**src/common/host_bus_pkg.sv**
```systemverilog
/*
  Shared constants and types for the host parallel bus port: byte addresses of the
  registers, field positions, reset values, bus modes, device states and the pin bundle.
  Assumes a 7-bit byte address space and a 16-bit data bus toward the control CPU.
*/
package host_bus_pkg;

  // Byte addresses of the registers.
  localparam logic [6:0] CHIP_RESET_ADDR = 7'h11;
  localparam logic [6:0] PM_CTRL_ADDR = 7'h12;
  localparam logic [6:0] WAKEUP_HI_ADDR = 7'h14;
  localparam logic [6:0] WAKEUP_LO_ADDR = 7'h15;
  localparam logic [6:0] FIFO_PORT_ADDR = 7'h60;
  localparam logic [6:0] FIFO_PORT_ODD_ADDR = 7'h61;
  localparam logic [6:0] FIFO_STATUS_ADDR = 7'h62;
  localparam logic [6:0] MODE_PROTECT_ADDR = 7'h71;
  localparam logic [6:0] CLK_SEL_ADDR = 7'h73;
  localparam logic [6:0] CONFIG_ALIAS_ADDR = 7'h74;
  localparam logic [6:0] CONFIG_ADDR = 7'h75;
  localparam logic [6:0] ENDIAN_COMMIT_ADDR = 7'h77;

  // Field positions.
  localparam int CFG_NARROW_BIT = 0;
  localparam int CFG_BYTE_ENABLE_BIT = 1;
  localparam int CFG_ENDIAN_BIT = 2;
  localparam int CHIP_GLOBAL_RESET_BIT = 0;
  localparam int PM_GO_ACTIVE_BIT = 6;
  localparam int STAT_TX_FULL_BIT = 0;
  localparam int STAT_RX_EMPTY_BIT = 1;
  localparam int STAT_OVERFLOW_BIT = 2;

  // Reset values and masks.
  localparam logic [7:0] CONFIG_RESET = 8'h00;
  localparam logic [7:0] CONFIG_MASK = 8'h07;
  localparam logic [7:0] CHIP_RESET_RESET = 8'h80;
  localparam logic [7:0] CHIP_RESET_MASK = 8'h80;
  localparam logic [7:0] PM_RESET = 8'h00;
  localparam logic [15:0] WAKEUP_RESET = 16'h0000;
  localparam logic [7:0] CLK_SEL_RESET = 8'h00;
  localparam logic [7:0] CLK_SEL_MASK = 8'h83;
  localparam logic [7:0] MODE_PROTECT_UNLOCK = 8'h56;
  localparam logic [7:0] MODE_PROTECT_RESET = 8'h56;

  // Data path buffer shape.
  localparam int FIFO_DEPTH_DEF = 8;
  localparam int FIFO_WIDTH_DEF = 16;

  typedef enum logic [1:0] {MODE_STROBE16, MODE_BYTE_EN16, MODE_NARROW8} bus_mode_e;
  typedef enum logic [1:0] {ST_CUT_OFF, ST_SLEEP, ST_ACTIVE} dev_state_e;

  // Bus pins as sampled from the CPU side.
  typedef struct packed {
    logic cs_n;
    logic rd_n;
    logic wr_hi_n;
    logic wr_lo_n;
    logic be_hi_n;
    logic be_lo_n;
    logic [6:0] addr;
    logic [15:0] data;
  } bus_pins_s;

endpackage : host_bus_pkg

```
**src/hw/host_bus_lane_steering.sv**
```systemverilog
/*
  Host parallel bus port: bus mode choice, byte lane steering by endian and register
  class, the bring-up state sequence, the asynchronous registers and a transmit and a
  receive word FIFO behind the FIFO data port.
  Assumes bus pins are asynchronous to clk_in and each strobe lasts at least three clocks.
*/
`timescale 1ns/10ps
// How it works
// - Config bits pick 16-bit strobe, 16-bit byte-enable or 8-bit bus mode.
// - Config byte: endian 0x04, byte-enable mode 0x02, narrow width 0x01.
// - Word registers: upper lane is first byte, lower lane last, any endian.
// - Endian clear: upper lane is even byte register or FIFO byte.
// - Endian set: lower lane is even byte register or FIFO byte.
// - FIFO even-lane byte goes out first; first received returns on even lane.
// - Registers split into word, FIFO and single byte classes.
// - After reset the port is cut off; power control read moves to Sleep.
// - Sleep allows access to every register not needing the internal clock.
// - Start big-endian; config byte also reachable at 0x74.
// - A new endian flag applies only after the endian commit register is read.
// - After global reset the default endian applies on the next commit read.
// - Wake-up time register is fully read-write in Sleep, all 16 bits.
// - Clock select: 0x00 12 MHz, 0x01 24 MHz, bit 7 external source.
// - Mode protect other than 0x56 write-protects clock select.
module host_bus_lane_steering
  import host_bus_pkg::*;
#(
  parameter int FIFO_DEPTH = FIFO_DEPTH_DEF
) (
  input wire logic clk_in,
  input wire logic nrst_in,
  input wire logic cs_n_in,
  input wire logic rd_n_in,
  input wire logic wr_hi_n_in,
  input wire logic wr_lo_n_in,
  input wire logic be_hi_n_in,
  input wire logic be_lo_n_in,
  input wire logic [6:0] addr_in,
  input wire logic [15:0] data_in,
  output logic [15:0] data_out,
  output logic data_oe_out,
  output bus_mode_e bus_mode_out,
  output dev_state_e dev_state_out,
  output logic endian_out,
  output logic [7:0] clock_input_select_out,
  output logic [15:0] wakeup_time_out,
  output logic go_active_out,
  output logic mtm_reset_out,
  output logic tx_valid_out,
  output logic [15:0] tx_data_out,
  input wire logic tx_ready_in,
  input wire logic rx_valid_in,
  input wire logic [15:0] rx_data_in,
  output logic rx_ready_out
);

  typedef struct packed {
    dev_state_e state;
    bus_mode_e mode;
    logic endian;
    logic [7:0] cfg;
    logic [7:0] chip_rst;
    logic [7:0] pm;
    logic [15:0] wakeup;
    logic [7:0] protect;
    logic [7:0] clk_sel;
    logic [7:0] pend;
    logic ovf;
    logic rd_prev;
    logic wr_prev;
    logic [15:0] dout;
    logic oe;
  } state_s;

  // Edge memories start high: the synchroniser resets to zero, which must not look like a strobe.
  localparam state_s RESET_STATE = '{
    state: ST_CUT_OFF, mode: MODE_STROBE16, endian: 1'b0, cfg: CONFIG_RESET,
    chip_rst: CHIP_RESET_RESET, pm: PM_RESET, wakeup: WAKEUP_RESET,
    protect: MODE_PROTECT_RESET, clk_sel: CLK_SEL_RESET, pend: 8'h00, ovf: 1'b0,
    rd_prev: 1'b1, wr_prev: 1'b1, dout: 16'h0000, oe: 1'b0};

  state_s r_reg;
  state_s r_next;
  bus_pins_s raw;
  bus_pins_s p;
  logic push;
  logic pop;
  logic [15:0] push_data;
  logic tx_in_ready;
  logic rx_out_valid;
  logic [15:0] rx_out_data;

  // Swap the two byte lanes when asked.
  function automatic logic [15:0] lane_swap(input logic [15:0] w, input logic sw);
    return sw ? {w[7:0], w[15:8]} : w;
  endfunction : lane_swap

  // Word registers carry a first and last byte instead of two byte registers.
  function automatic logic is_word_reg(input logic [6:0] a);
    return a[6:1] == WAKEUP_HI_ADDR[6:1];
  endfunction : is_word_reg

  // FIFO data port pair.
  function automatic logic is_fifo_reg(input logic [6:0] a);
    return a[6:1] == FIFO_PORT_ADDR[6:1];
  endfunction : is_fifo_reg

  // Bus mode from the two config bits; narrow wins if both are set.
  function automatic bus_mode_e decode_mode(input logic [7:0] c);
    if (c[CFG_NARROW_BIT]) begin
      return MODE_NARROW8;
    end else if (c[CFG_BYTE_ENABLE_BIT]) begin
      return MODE_BYTE_EN16;
    end
    return MODE_STROBE16;
  endfunction : decode_mode

  // Every pin passes two flip-flops before the decode logic sees it.
  assign raw = '{cs_n: cs_n_in, rd_n: rd_n_in, wr_hi_n: wr_hi_n_in, wr_lo_n: wr_lo_n_in,
                 be_hi_n: be_hi_n_in, be_lo_n: be_lo_n_in, addr: addr_in, data: data_in};

  pin_sync #(
    .WIDTH($bits(bus_pins_s))
  ) u_pin_sync (
    .clk_in(clk_in),
    .nrst_in(nrst_in),
    .async_in(raw),
    .sync_out(p)
  );

  // Decode one bus access per strobe edge and update all port state.
  always_comb begin
    logic sel, wr_act, rd_act, lane_hi, lane_lo, wr_edge, rd_edge, narrow, swap, allowed;
    logic glob, ovf_clr;
    logic [6:0] base, a, hit;
    logic [7:0] d;
    logic [1:0] byte_en;
    logic [15:0] wd, canon;
    logic [7:0] rb [2];
    r_next = r_reg;
    sel = !p.cs_n;
    narrow = (r_reg.mode == MODE_NARROW8);
    glob = 1'b0;
    ovf_clr = 1'b0;
    a = 7'h00;
    d = 8'h00;
    rb[0] = 8'h00;
    rb[1] = 8'h00;
    wr_act = 1'b0;
    lane_hi = 1'b0;
    lane_lo = 1'b0;
    allowed = 1'b0;
    byte_en = 2'b00;
    wd = 16'h0000;
    // Strobe and lane meaning depend on the bus mode.
    case (r_reg.mode)
      MODE_BYTE_EN16: begin
        wr_act = sel && !p.wr_hi_n;
        lane_hi = !p.be_hi_n;
        lane_lo = !p.be_lo_n;
      end
      MODE_NARROW8: begin
        wr_act = sel && !p.wr_lo_n;
        lane_hi = 1'b0;
        lane_lo = 1'b1;
      end
      default: begin
        wr_act = sel && (!p.wr_hi_n || !p.wr_lo_n);
        lane_hi = !p.wr_hi_n;
        lane_lo = !p.wr_lo_n;
      end
    endcase
    rd_act = sel && !p.rd_n;
    wr_edge = wr_act && !r_reg.wr_prev;
    rd_edge = rd_act && !r_reg.rd_prev;
    r_next.wr_prev = wr_act;
    r_next.rd_prev = rd_act;
    base = narrow ? p.addr : {p.addr[6:1], 1'b0};
    hit = narrow ? p.addr : base;
    // In the 16-bit modes byte and FIFO registers follow the endian flag; word registers never swap.
    swap = r_reg.endian && !is_word_reg(base) && !narrow;
    canon = lane_swap(p.data, swap);
    if (narrow) begin
      byte_en = {!p.addr[0], p.addr[0]};
      wd = {p.data[7:0], p.data[7:0]};
    end else begin
      byte_en = swap ? {lane_lo, lane_hi} : {lane_hi, lane_lo};
      wd = canon;
    end
    base[0] = 1'b0;
    // Clocked registers need Active; the rest open up in Sleep.
    if (is_fifo_reg(base)) begin
      allowed = (r_reg.state == ST_ACTIVE);
    end else begin
      allowed = (r_reg.state != ST_CUT_OFF);
    end
    // Register writes, even byte first.
    if (wr_edge && allowed) begin
      for (int i = 0; i < 2; i++) begin
        a = {base[6:1], i[0]};
        d = (i == 0) ? wd[15:8] : wd[7:0];
        if (byte_en[1-i]) begin
          case (a)
            CHIP_RESET_ADDR: begin
              r_next.chip_rst = d & CHIP_RESET_MASK;
              glob = d[CHIP_GLOBAL_RESET_BIT];
            end
            PM_CTRL_ADDR: begin
              r_next.pm = d;
              if (d[PM_GO_ACTIVE_BIT] && r_reg.state == ST_SLEEP) begin
                r_next.state = ST_ACTIVE;
              end
            end
            WAKEUP_HI_ADDR: r_next.wakeup[15:8] = d;
            WAKEUP_LO_ADDR: r_next.wakeup[7:0] = d;
            MODE_PROTECT_ADDR: r_next.protect = d;
            CLK_SEL_ADDR: begin
              if (r_reg.protect == MODE_PROTECT_UNLOCK) begin
                r_next.clk_sel = d & CLK_SEL_MASK;
              end
            end
            CONFIG_ALIAS_ADDR, CONFIG_ADDR: r_next.cfg = d & CONFIG_MASK;
            FIFO_PORT_ADDR: r_next.pend = d;
            default: begin
            end
          endcase
        end
      end
    end
    // FIFO writes: a word with the even byte first, or two narrow byte writes.
    push = wr_edge && allowed && is_fifo_reg(base)
           && (narrow ? p.addr[0] : (byte_en == 2'b11));
    push_data = narrow ? {r_reg.pend, p.data[7:0]} : canon;
    // Register reads, captured at the start of the read strobe.
    if (rd_edge && allowed) begin
      for (int i = 0; i < 2; i++) begin
        a = {base[6:1], i[0]};
        case (a)
          CHIP_RESET_ADDR: rb[i] = r_reg.chip_rst;
          PM_CTRL_ADDR: rb[i] = r_reg.pm;
          WAKEUP_HI_ADDR: rb[i] = r_reg.wakeup[15:8];
          WAKEUP_LO_ADDR: rb[i] = r_reg.wakeup[7:0];
          MODE_PROTECT_ADDR: rb[i] = r_reg.protect;
          CLK_SEL_ADDR: rb[i] = r_reg.clk_sel;
          CONFIG_ALIAS_ADDR, CONFIG_ADDR: rb[i] = r_reg.cfg;
          FIFO_PORT_ADDR: rb[i] = rx_out_data[15:8];
          FIFO_PORT_ODD_ADDR: rb[i] = rx_out_data[7:0];
          FIFO_STATUS_ADDR: begin
            rb[i] = {2'b00, r_reg.state, 1'b0, r_reg.ovf, !rx_out_valid, !tx_in_ready};
            ovf_clr = 1'b1;
          end
          default: rb[i] = 8'h00;
        endcase
      end
    end
    pop = rd_edge && allowed && is_fifo_reg(base) && rx_out_valid
          && (!narrow || p.addr[0]);
    // Read data stays on the bus until the read strobe ends.
    if (rd_edge) begin
      r_next.oe = 1'b1;
      if (narrow) begin
        r_next.dout = {8'h00, p.addr[0] ? rb[1] : rb[0]};
      end else begin
        r_next.dout = lane_swap({rb[0], rb[1]}, swap);
      end
    end else if (!rd_act) begin
      r_next.oe = 1'b0;
    end
    // Reading power control ends the cut-off state.
    if (rd_edge && r_reg.state == ST_CUT_OFF && hit == PM_CTRL_ADDR) begin
      r_next.state = ST_SLEEP;
    end
    // Reading the commit register makes the stored endian flag live.
    if (rd_edge && allowed
        && (narrow ? (p.addr == ENDIAN_COMMIT_ADDR) : (base[6:1] == ENDIAN_COMMIT_ADDR[6:1]))) begin
      r_next.endian = r_reg.cfg[CFG_ENDIAN_BIT];
    end
    // A refused push marks overflow; a new overflow beats the read clear.
    r_next.ovf = (r_reg.ovf && !ovf_clr) || (push && !tx_in_ready);
    // Global reset restores defaults but keeps the live endian until commit.
    if (glob) begin
      r_next = RESET_STATE;
      r_next.endian = r_reg.endian;
      r_next.wr_prev = wr_act;
      r_next.rd_prev = rd_act;
      r_next.dout = r_reg.dout;
      r_next.oe = r_reg.oe;
    end
    r_next.mode = decode_mode(r_next.cfg);
  end

  always_ff @(posedge clk_in or negedge nrst_in) begin
    if (!nrst_in) begin
      r_reg <= RESET_STATE;
    end else begin
      r_reg <= r_next;
    end
  end

  // Transmit words toward the USB side, first byte in the upper half.
  word_fifo #(
    .WIDTH(FIFO_WIDTH_DEF),
    .DEPTH(FIFO_DEPTH)
  ) u_tx_fifo (
    .clk_in(clk_in),
    .nrst_in(nrst_in),
    .in_valid_in(push),
    .in_data_in(push_data),
    .in_ready_out(tx_in_ready),
    .out_valid_out(tx_valid_out),
    .out_data_out(tx_data_out),
    .out_ready_in(tx_ready_in)
  );

  // Received words from the USB side, first byte in the upper half.
  word_fifo #(
    .WIDTH(FIFO_WIDTH_DEF),
    .DEPTH(FIFO_DEPTH)
  ) u_rx_fifo (
    .clk_in(clk_in),
    .nrst_in(nrst_in),
    .in_valid_in(rx_valid_in),
    .in_data_in(rx_data_in),
    .in_ready_out(rx_ready_out),
    .out_valid_out(rx_out_valid),
    .out_data_out(rx_out_data),
    .out_ready_in(pop)
  );

  // Outputs straight from the state register.
  assign data_out = r_reg.dout;
  assign data_oe_out = r_reg.oe;
  assign bus_mode_out = r_reg.mode;
  assign dev_state_out = r_reg.state;
  assign endian_out = r_reg.endian;
  assign clock_input_select_out = r_reg.clk_sel;
  assign wakeup_time_out = r_reg.wakeup;
  assign go_active_out = r_reg.pm[PM_GO_ACTIVE_BIT];
  assign mtm_reset_out = r_reg.chip_rst[7];

endmodule : host_bus_lane_steering

```
**src/hw/pin_sync.sv**
```systemverilog
/*
  Two-stage synchroniser for a vector of asynchronous pin levels.
  Assumes every bit is a level that holds long enough to be sampled twice.
*/
`timescale 1ns/10ps
module pin_sync #(
  parameter int WIDTH = 1
) (
  input wire logic clk_in,
  input wire logic nrst_in,
  input wire logic [WIDTH-1:0] async_in,
  output logic [WIDTH-1:0] sync_out
);

  typedef struct packed {
    logic [WIDTH-1:0] first;
    logic [WIDTH-1:0] second;
  } sync_s;

  sync_s r_reg;
  sync_s r_next;

  // The first stage only feeds the second stage.
  always_comb begin
    r_next.first = async_in;
    r_next.second = r_reg.first;
  end

  always_ff @(posedge clk_in or negedge nrst_in) begin
    if (!nrst_in) begin
      r_reg <= '0;
    end else begin
      r_reg <= r_next;
    end
  end

  assign sync_out = r_reg.second;

endmodule : pin_sync

```
**src/hw/word_fifo.sv**
```systemverilog
/*
  Synchronous FIFO with valid and ready on both sides.
  Assumes DEPTH is a power of two; data leaves in the order it entered.
*/
`timescale 1ns/10ps
module word_fifo #(
  parameter int WIDTH = 16,
  parameter int DEPTH = 8
) (
  input wire logic clk_in,
  input wire logic nrst_in,
  input wire logic in_valid_in,
  input wire logic [WIDTH-1:0] in_data_in,
  output logic in_ready_out,
  output logic out_valid_out,
  output logic [WIDTH-1:0] out_data_out,
  input wire logic out_ready_in
);

  localparam int AW = $clog2(DEPTH);

  typedef struct packed {
    logic [AW:0] wr;
    logic [AW:0] rd;
  } ptr_s;

  ptr_s r_reg;
  ptr_s r_next;
  logic [WIDTH-1:0] mem [DEPTH];
  logic push;
  logic pop;

  // Full when the pointers differ only in the wrap bit, empty when equal.
  assign in_ready_out = !((r_reg.wr[AW] != r_reg.rd[AW]) && (r_reg.wr[AW-1:0] == r_reg.rd[AW-1:0]));
  assign out_valid_out = (r_reg.wr != r_reg.rd);
  assign out_data_out = mem[r_reg.rd[AW-1:0]];
  assign push = in_valid_in && in_ready_out;
  assign pop = out_ready_in && out_valid_out;

  // Pointer advance.
  always_comb begin
    r_next = r_reg;
    if (push) begin
      r_next.wr = r_reg.wr + 1'b1;
    end
    if (pop) begin
      r_next.rd = r_reg.rd + 1'b1;
    end
  end

  always_ff @(posedge clk_in or negedge nrst_in) begin
    if (!nrst_in) begin
      r_reg <= '0;
    end else begin
      r_reg <= r_next;
    end
  end

  // Storage needs no reset; only slots behind the write pointer are read.
  always_ff @(posedge clk_in) begin
    if (push) begin
      mem[r_reg.wr[AW-1:0]] <= in_data_in;
    end
  end

endmodule : word_fifo

```
**config.mk**
```make
export PLATFORM = sky130hd
export DESIGN_NAME = host_bus_lane_steering
export DESIGN_NICKNAME = d
export VERILOG_FILES = /design/src/common/host_bus_pkg.sv /design/src/hw/host_bus_lane_steering.sv /design/src/hw/pin_sync.sv /design/src/hw/word_fifo.sv
export SDC_FILE = /design/constraint.sdc
export NUM_CORES = 1
export LEC_CHECK = 0
export ABC_AREA = 1
export BUFFER_PORTS_ARGS = -buffer_cell sky130_fd_sc_hd__buf_2
export CAP_MARGIN = 5
export CELL_PAD_IN_SITES_DETAIL_PLACEMENT = 0
export CELL_PAD_IN_SITES_GLOBAL_PLACEMENT = 2
export CORE_MARGIN = 2
export CORE_UTILIZATION = 40
export CTS_CLUSTER_SIZE = 30
export DETAILED_ROUTE_END_ITERATION = 10
export MAX_ROUTING_LAYER = met4
export PLACE_DENSITY_LB_ADDON = 0.2
export SYNTH_ARGS = -nofsm -noshare
export SYNTH_HDL_FRONTEND = slang
export SYNTH_SLANG_ARGS = --single-unit
```
**constraint.sdc**
```tcl
create_clock -name clk_in -period 3.25 [get_ports clk_in]
set_input_delay 0.1625 -clock clk_in [delete_from_list [all_inputs] [get_ports clk_in]]
set_output_delay 0.1625 -clock clk_in [all_outputs]
set_load 0.03 [all_outputs]
```
==> impl_results.html <==
<table>
<tr><th>Metric</th><th>Value</th></tr>
<tr><th colspan="2">Logic synthesis</th></tr>
<tr><td>Fraction of registers with async set or reset after synthesis</td><td>0.371</td></tr>
<tr><td>Gate Count Post-Synth</td><td>~1600</td></tr>
<tr><td>Share of the synthesized area in the top cell type</td><td>0.442</td></tr>
<tr><td>Sequential-to-total area share from yosys stat</td><td>0.660</td></tr>
<tr><td>Flops &amp; latches, synth</td><td>407</td></tr>
<tr><td>Mean instance size in the synthesized netlist</td><td>10.6 sq um</td></tr>
<tr><td>Dominant cell type by area after synthesis</td><td>sky130_fd_sc_hd__edfxtp_1</td></tr>
<tr><td>Largest cells by area after synthesis</td><td>sky130_fd_sc_hd__edfxtp_1 (44%), sky130_fd_sc_hd__dfrtp_1 (21%), sky130_fd_sc_hd__nor2_1 (6.1%)</td></tr>
<tr><td>Post-synthesis instance area</td><td>17400 sq um</td></tr>
<tr><td>Most used flip-flop cell after synthesis</td><td>sky130_fd_sc_hd__edfxtp_1</td></tr>
<tr><td>Syn. warnings</td><td>0</td></tr>
<tr><td>Netlist cell types</td><td>47</td></tr>
<tr><td>Number of flops mapped to enable cells by yosys</td><td>256</td></tr>
<tr><th colspan="2">Global route</th></tr>
<tr><td>Total global routing track utilization</td><td>0.220</td></tr>
<tr><td>Number of antenna violations at the first check in global routing</td><td>0</td></tr>
<tr><td>Global-route wire length before repair</td><td>between 70000 and 80000 microns</td></tr>
<tr><td>Largest net degree at the start of global routing</td><td>99</td></tr>
<tr><td>Number of global-route vias before repair</td><td>11937</td></tr>
<tr><td>Final global-route overflow total</td><td>0</td></tr>
<tr><th colspan="2">Drt</th></tr>
<tr><td>Number of vias per cell</td><td>approximately 5.0</td></tr>
<tr><td>Vias after detailed routing</td><td>approximately 12000</td></tr>
<tr><td>Final routed wire length divided by cell count</td><td>19.6 microns</td></tr>
<tr><td>Detailed-routing iteration count for the pre-antenna-repair pass</td><td>5</td></tr>
<tr><td>Total length of routed wires</td><td>47200 microns</td></tr>
<tr><td>DR DRC count</td><td>0</td></tr>
<tr><td>Number of routed nets with antenna violations</td><td>0</td></tr>
<tr><td>Iteration-0 DRC count of the detailed router</td><td>780</td></tr>
<tr><th colspan="2">Pwr</th></tr>
<tr><td>Total power divided by cell area</td><td>slightly above 700 nW/um^2</td></tr>
<tr><td>Maximum VDD drop</td><td>0.389 mV</td></tr>
<tr><td>Lkg Pwr</td><td>roughly 8.5 nW</td></tr>
<tr><th colspan="2">Setup path</th></tr>
<tr><td>Crit-path slowest cell</td><td>sky130_fd_sc_hd__nor2_2</td></tr>
<tr><td>Worst stage delay on the critical path</td><td>0.40 ns</td></tr>
<tr><td>Most used cell along the critical path</td><td>sky130_fd_sc_hd__inv_1</td></tr>
<tr><td>Critical path type</td><td>flop to flop</td></tr>
<tr><td>Capturing element type of the critical path</td><td>flop</td></tr>
<tr><td>Required time of the worst setup path</td><td>3.71 ns</td></tr>
<tr><td>CP Max Fanout</td><td>12</td></tr>
<tr><td>Kind of start point of the critical path</td><td>flop</td></tr>
<tr><td>WP data arrival</td><td>3.44 ns</td></tr>
<tr><td>Series of cell instances along the critical path</td><td>inv_1 -&gt; ha_1 -&gt; buf_4 -&gt; inv_1 -&gt; nor2_1 -&gt; inv_1 -&gt; nand3_4 -&gt; nor2_2 -&gt; nand3_2 -&gt; nand2_2 -&gt; nand2_1 -&gt; nand2_1 -&gt; inv_1</td></tr>
<tr><td>Number of cells traversed by the worst register-to-register path</td><td>13</td></tr>
<tr><th colspan="2">STA</th></tr>
<tr><td>Number of hold violations in the final report</td><td>0</td></tr>
<tr><td>Final period demand of the worst path</td><td>2.98 ns</td></tr>
<tr><td>Transition time of the tightest slew-check pin</td><td>1.12 ns</td></tr>
<tr><td>Count of pins over their slew limit</td><td>0</td></tr>
<tr><td>Number of failing setup endpoints in the final timing report</td><td>0</td></tr>
<tr><td>Final critical-path share of the clock period</td><td>0.917</td></tr>
<tr><td>Final-layout setup total negative slack</td><td>0 ns</td></tr>
<tr><td>Worst slew margin relative to its limit</td><td>0.251</td></tr>
<tr><td>Maximum clock frequency</td><td>336 MHz</td></tr>
<tr><td>Setup repair after global routing missed its margin</td><td>false</td></tr>
<tr><td>Maximum clock skew at final layout</td><td>around 0.029 ns</td></tr>
<tr><th colspan="2">Clock tree</th></tr>
<tr><td>Hold_buf cts</td><td>48</td></tr>
<tr><td>H-tree levels</td><td>2</td></tr>
<tr><td>Clock sink count</td><td>~410</td></tr>
<tr><td>Number of clock buffers inserted by TritonCTS</td><td>43</td></tr>
<tr><td>Clock-pin slew reported for the worst setup and hold paths after clock tree synthesis</td><td>0.06 ns</td></tr>
<tr><td>Largest buffer count on any clock path</td><td>3</td></tr>
<tr><td>Insertion delay to the later sink of the worst-skew pair</td><td>roughly 0.58 ns</td></tr>
<tr><td>Number of cells upsized or downsized after cts</td><td>0</td></tr>
<tr><td>TritonCTS clock tree</td><td>done</td></tr>
<tr><td>Setup Fix Bufs, Post-CTS</td><td>0</td></tr>
<tr><td>Cell chosen for the clock root</td><td>sky130_fd_sc_hd__clkbuf_16</td></tr>
<tr><th colspan="2">Layout</th></tr>
<tr><td>Final cell utilization of the core</td><td>0.477</td></tr>
<tr><td>Most common library cell in the layout ignoring fill and taps</td><td>sky130_fd_sc_hd__nor2_1</td></tr>
<tr><td>Signed area change from the synthesized netlist to the final layout</td><td>17.9%</td></tr>
<tr><td>Area of the multi-input gates</td><td>4900 sq um</td></tr>
<tr><td>Commonest cells after routing, fill and taps aside</td><td>sky130_fd_sc_hd__nor2_1 (281), sky130_fd_sc_hd__nand2_1 (278), sky130_fd_sc_hd__edfxtp_1 (256)</td></tr>
<tr><td>Fraction of layout instances using a drive strength above 1</td><td>0.156</td></tr>
<tr><td>Number of nets in the layout</td><td>1844</td></tr>
<tr><td>Final antenna diode count</td><td>0</td></tr>
<tr><td>Fill cell count</td><td>4011</td></tr>
<tr><td>Sequential Area</td><td>~11000 sq um</td></tr>
<tr><th colspan="2">Floorplan</th></tr>
<tr><td>FP Rows</td><td>76</td></tr>
<tr><td># IOs</td><td>between 100 and 150</td></tr>
<tr><td>Starting Density</td><td>0.405</td></tr>
<tr><td>Die Y-Extent</td><td>213 microns</td></tr>
<tr><td>Chip width</td><td>213 microns</td></tr>
<tr><td>Area enclosed by the die boundary</td><td>45200 sq um</td></tr>
<tr><td>Core area</td><td>between 40000 and 50000 sq um</td></tr>
<tr><th colspan="2">Placed design</th></tr>
<tr><td>Port Buf Inserts</td><td>109</td></tr>
<tr><td>Half-perimeter wire length of the detailed placement result</td><td>31700 microns</td></tr>
<tr><td>Routability-driven placement congestion ratio</td><td>0.877</td></tr>
<tr><th colspan="2">Outcome</th></tr>
<tr><td>Run status</td><td>finished, final reports clean</td></tr>
<tr><th colspan="2">Min path</th></tr>
<tr><td>Number of cells on the worst hold path</td><td>2</td></tr>
<tr><td>Type of the tightest min-delay check</td><td>input pin to flop</td></tr>
<tr><th colspan="2">Job</th></tr>
<tr><td>Number of maximum-capacitance constraint violations</td><td>0</td></tr>
</table>
[layer usage]
layer,global-route usage,wire length (microns),vias up
met2,0.343,22100,298
met4,0.0588,939,0
met1,0.300,21700,5907
met5,-,0,-
li1,-,-,5848
met3,0.0386,2370,53
[final cells by class]
class / count / area share
clock inverters: 15 / 0.0120
flip-flops and latches: 407 / 0.560
multi-input cells: 1020 / 0.239
inverters: 106 / 0.0195
well taps: 585 / 0.0357
clock buffers: 63 / 0.0613
repair buffers: 211 / 0.0731
[synth_stat cells (2+ instances only)]
cell type                  instances
sky130_fd_sc_hd__nor2_1          282
sky130_fd_sc_hd__nand2_1         278
sky130_fd_sc_hd__edfxtp_1        256
sky130_fd_sc_hd__o21ai_0         155
sky130_fd_sc_hd__dfrtp_1         144
sky130_fd_sc_hd__nand3_1         111
sky130_fd_sc_hd__inv_1            95
sky130_fd_sc_hd__buf_4            47
sky130_fd_sc_hd__clkbuf_1         42
sky130_fd_sc_hd__o211ai_1         21
sky130_fd_sc_hd__o22ai_1          17
sky130_fd_sc_hd__a21oi_1          16
sky130_fd_sc_hd__a31oi_1          16
sky130_fd_sc_hd__buf_2            15
sky130_fd_sc_hd__o221ai_1         15
sky130_fd_sc_hd__o21ai_1          13
sky130_fd_sc_hd__xor2_1           13
sky130_fd_sc_hd__nand4_1           9
sky130_fd_sc_hd__dfstp_2           7
sky130_fd_sc_hd__inv_2             7
sky130_fd_sc_hd__nor3_1            7
sky130_fd_sc_hd__ha_1              6
sky130_fd_sc_hd__nand2_4           6
sky130_fd_sc_hd__nand3_2           6
sky130_fd_sc_hd__buf_1             5
sky130_fd_sc_hd__nand2_2           5
sky130_fd_sc_hd__nor2_2            5
sky130_fd_sc_hd__a221oi_1          4
sky130_fd_sc_hd__nand3b_1          4
sky130_fd_sc_hd__nor2_4            4
sky130_fd_sc_hd__buf_6             3
sky130_fd_sc_hd__clkinv_1          3
sky130_fd_sc_hd__nand3_4           3
sky130_fd_sc_hd__nor4_1            3
sky130_fd_sc_hd__xnor2_1           3
sky130_fd_sc_hd__a21oi_4           2
sky130_fd_sc_hd__a22o_1            2
sky130_fd_sc_hd__or2_2             2
[kinds of logic (layout without fill, tap and decap cells)]
family          Yosys count  in the layout  share of synthesized area
compound gates          266            266                     0.0890
other cells               1              5                   0.000216
xor+xnor                 16             16                    0.00806
flops                   407            407                      0.660
simple gates            727            727                      0.179
fa+ha+maj                 6              6                    0.00432
buf+inv                 218            395                     0.0597
[where the power goes]
group | total (mW) | internal (mW) | switching (mW)
Clock | 5.17 | 3.17 | 2.00
Combinational | 3.36 | 0.960 | 2.40
Sequential | 6.16 | 6.00 | 0.156
Total | 14.7 | 10.1 | 4.56
[worst max-delay path: cells and delay by family, from the launching register on]
family | cells | cell delay (ns)
simple gates | 7 | 1.46
flops | 1 | 0.37
fa+ha+maj | 1 | 0.20
buf+inv | 5 | 0.82
[worst paths after layout]
kind / from / to / slack [ns]
setup reg to reg: bus_mode_out[0] / r_reg[21] / 0.27
hold / removal: addr_in[0] / u_pin_sync.r_next[16] / 0.22
min in group asynchronous: nrst_in / u_pin_sync.r_next[18] / 0.27
hold reg to reg: u_pin_sync.r_next[21] / u_pin_sync.sync_out[21] / 0.34
setup / recovery: bus_mode_out[0] / r_reg[21] / 0.27
max in group asynchronous: nrst_in / u_tx_fifo.r_reg[0] / 2.14
[per-stage QoR]
step | worst slack [ns] | instance area, sq um | std cells | power, mW | hold slack (ns)
6_report | 0.271 | 20500 | 2407 | 14.7 | 0.222
3_5_place_dp | 0.345 | 18500 | 2281 | 9.61 | 0.272
5_1_grt | 0.0351 | 20500 | 2407 | 15.4 | 0.208
2_1_floorplan | 0.526 | 17400 | 1645 | 8.42 | -0.133
4_1_cts | 0.317 | 20500 | 2407 | 14.9 | 0.190
3_3_place_gp | 0.412 | 18500 | 2281 | 9.58 | 0.270
Power figures use the tool's default switching activity.
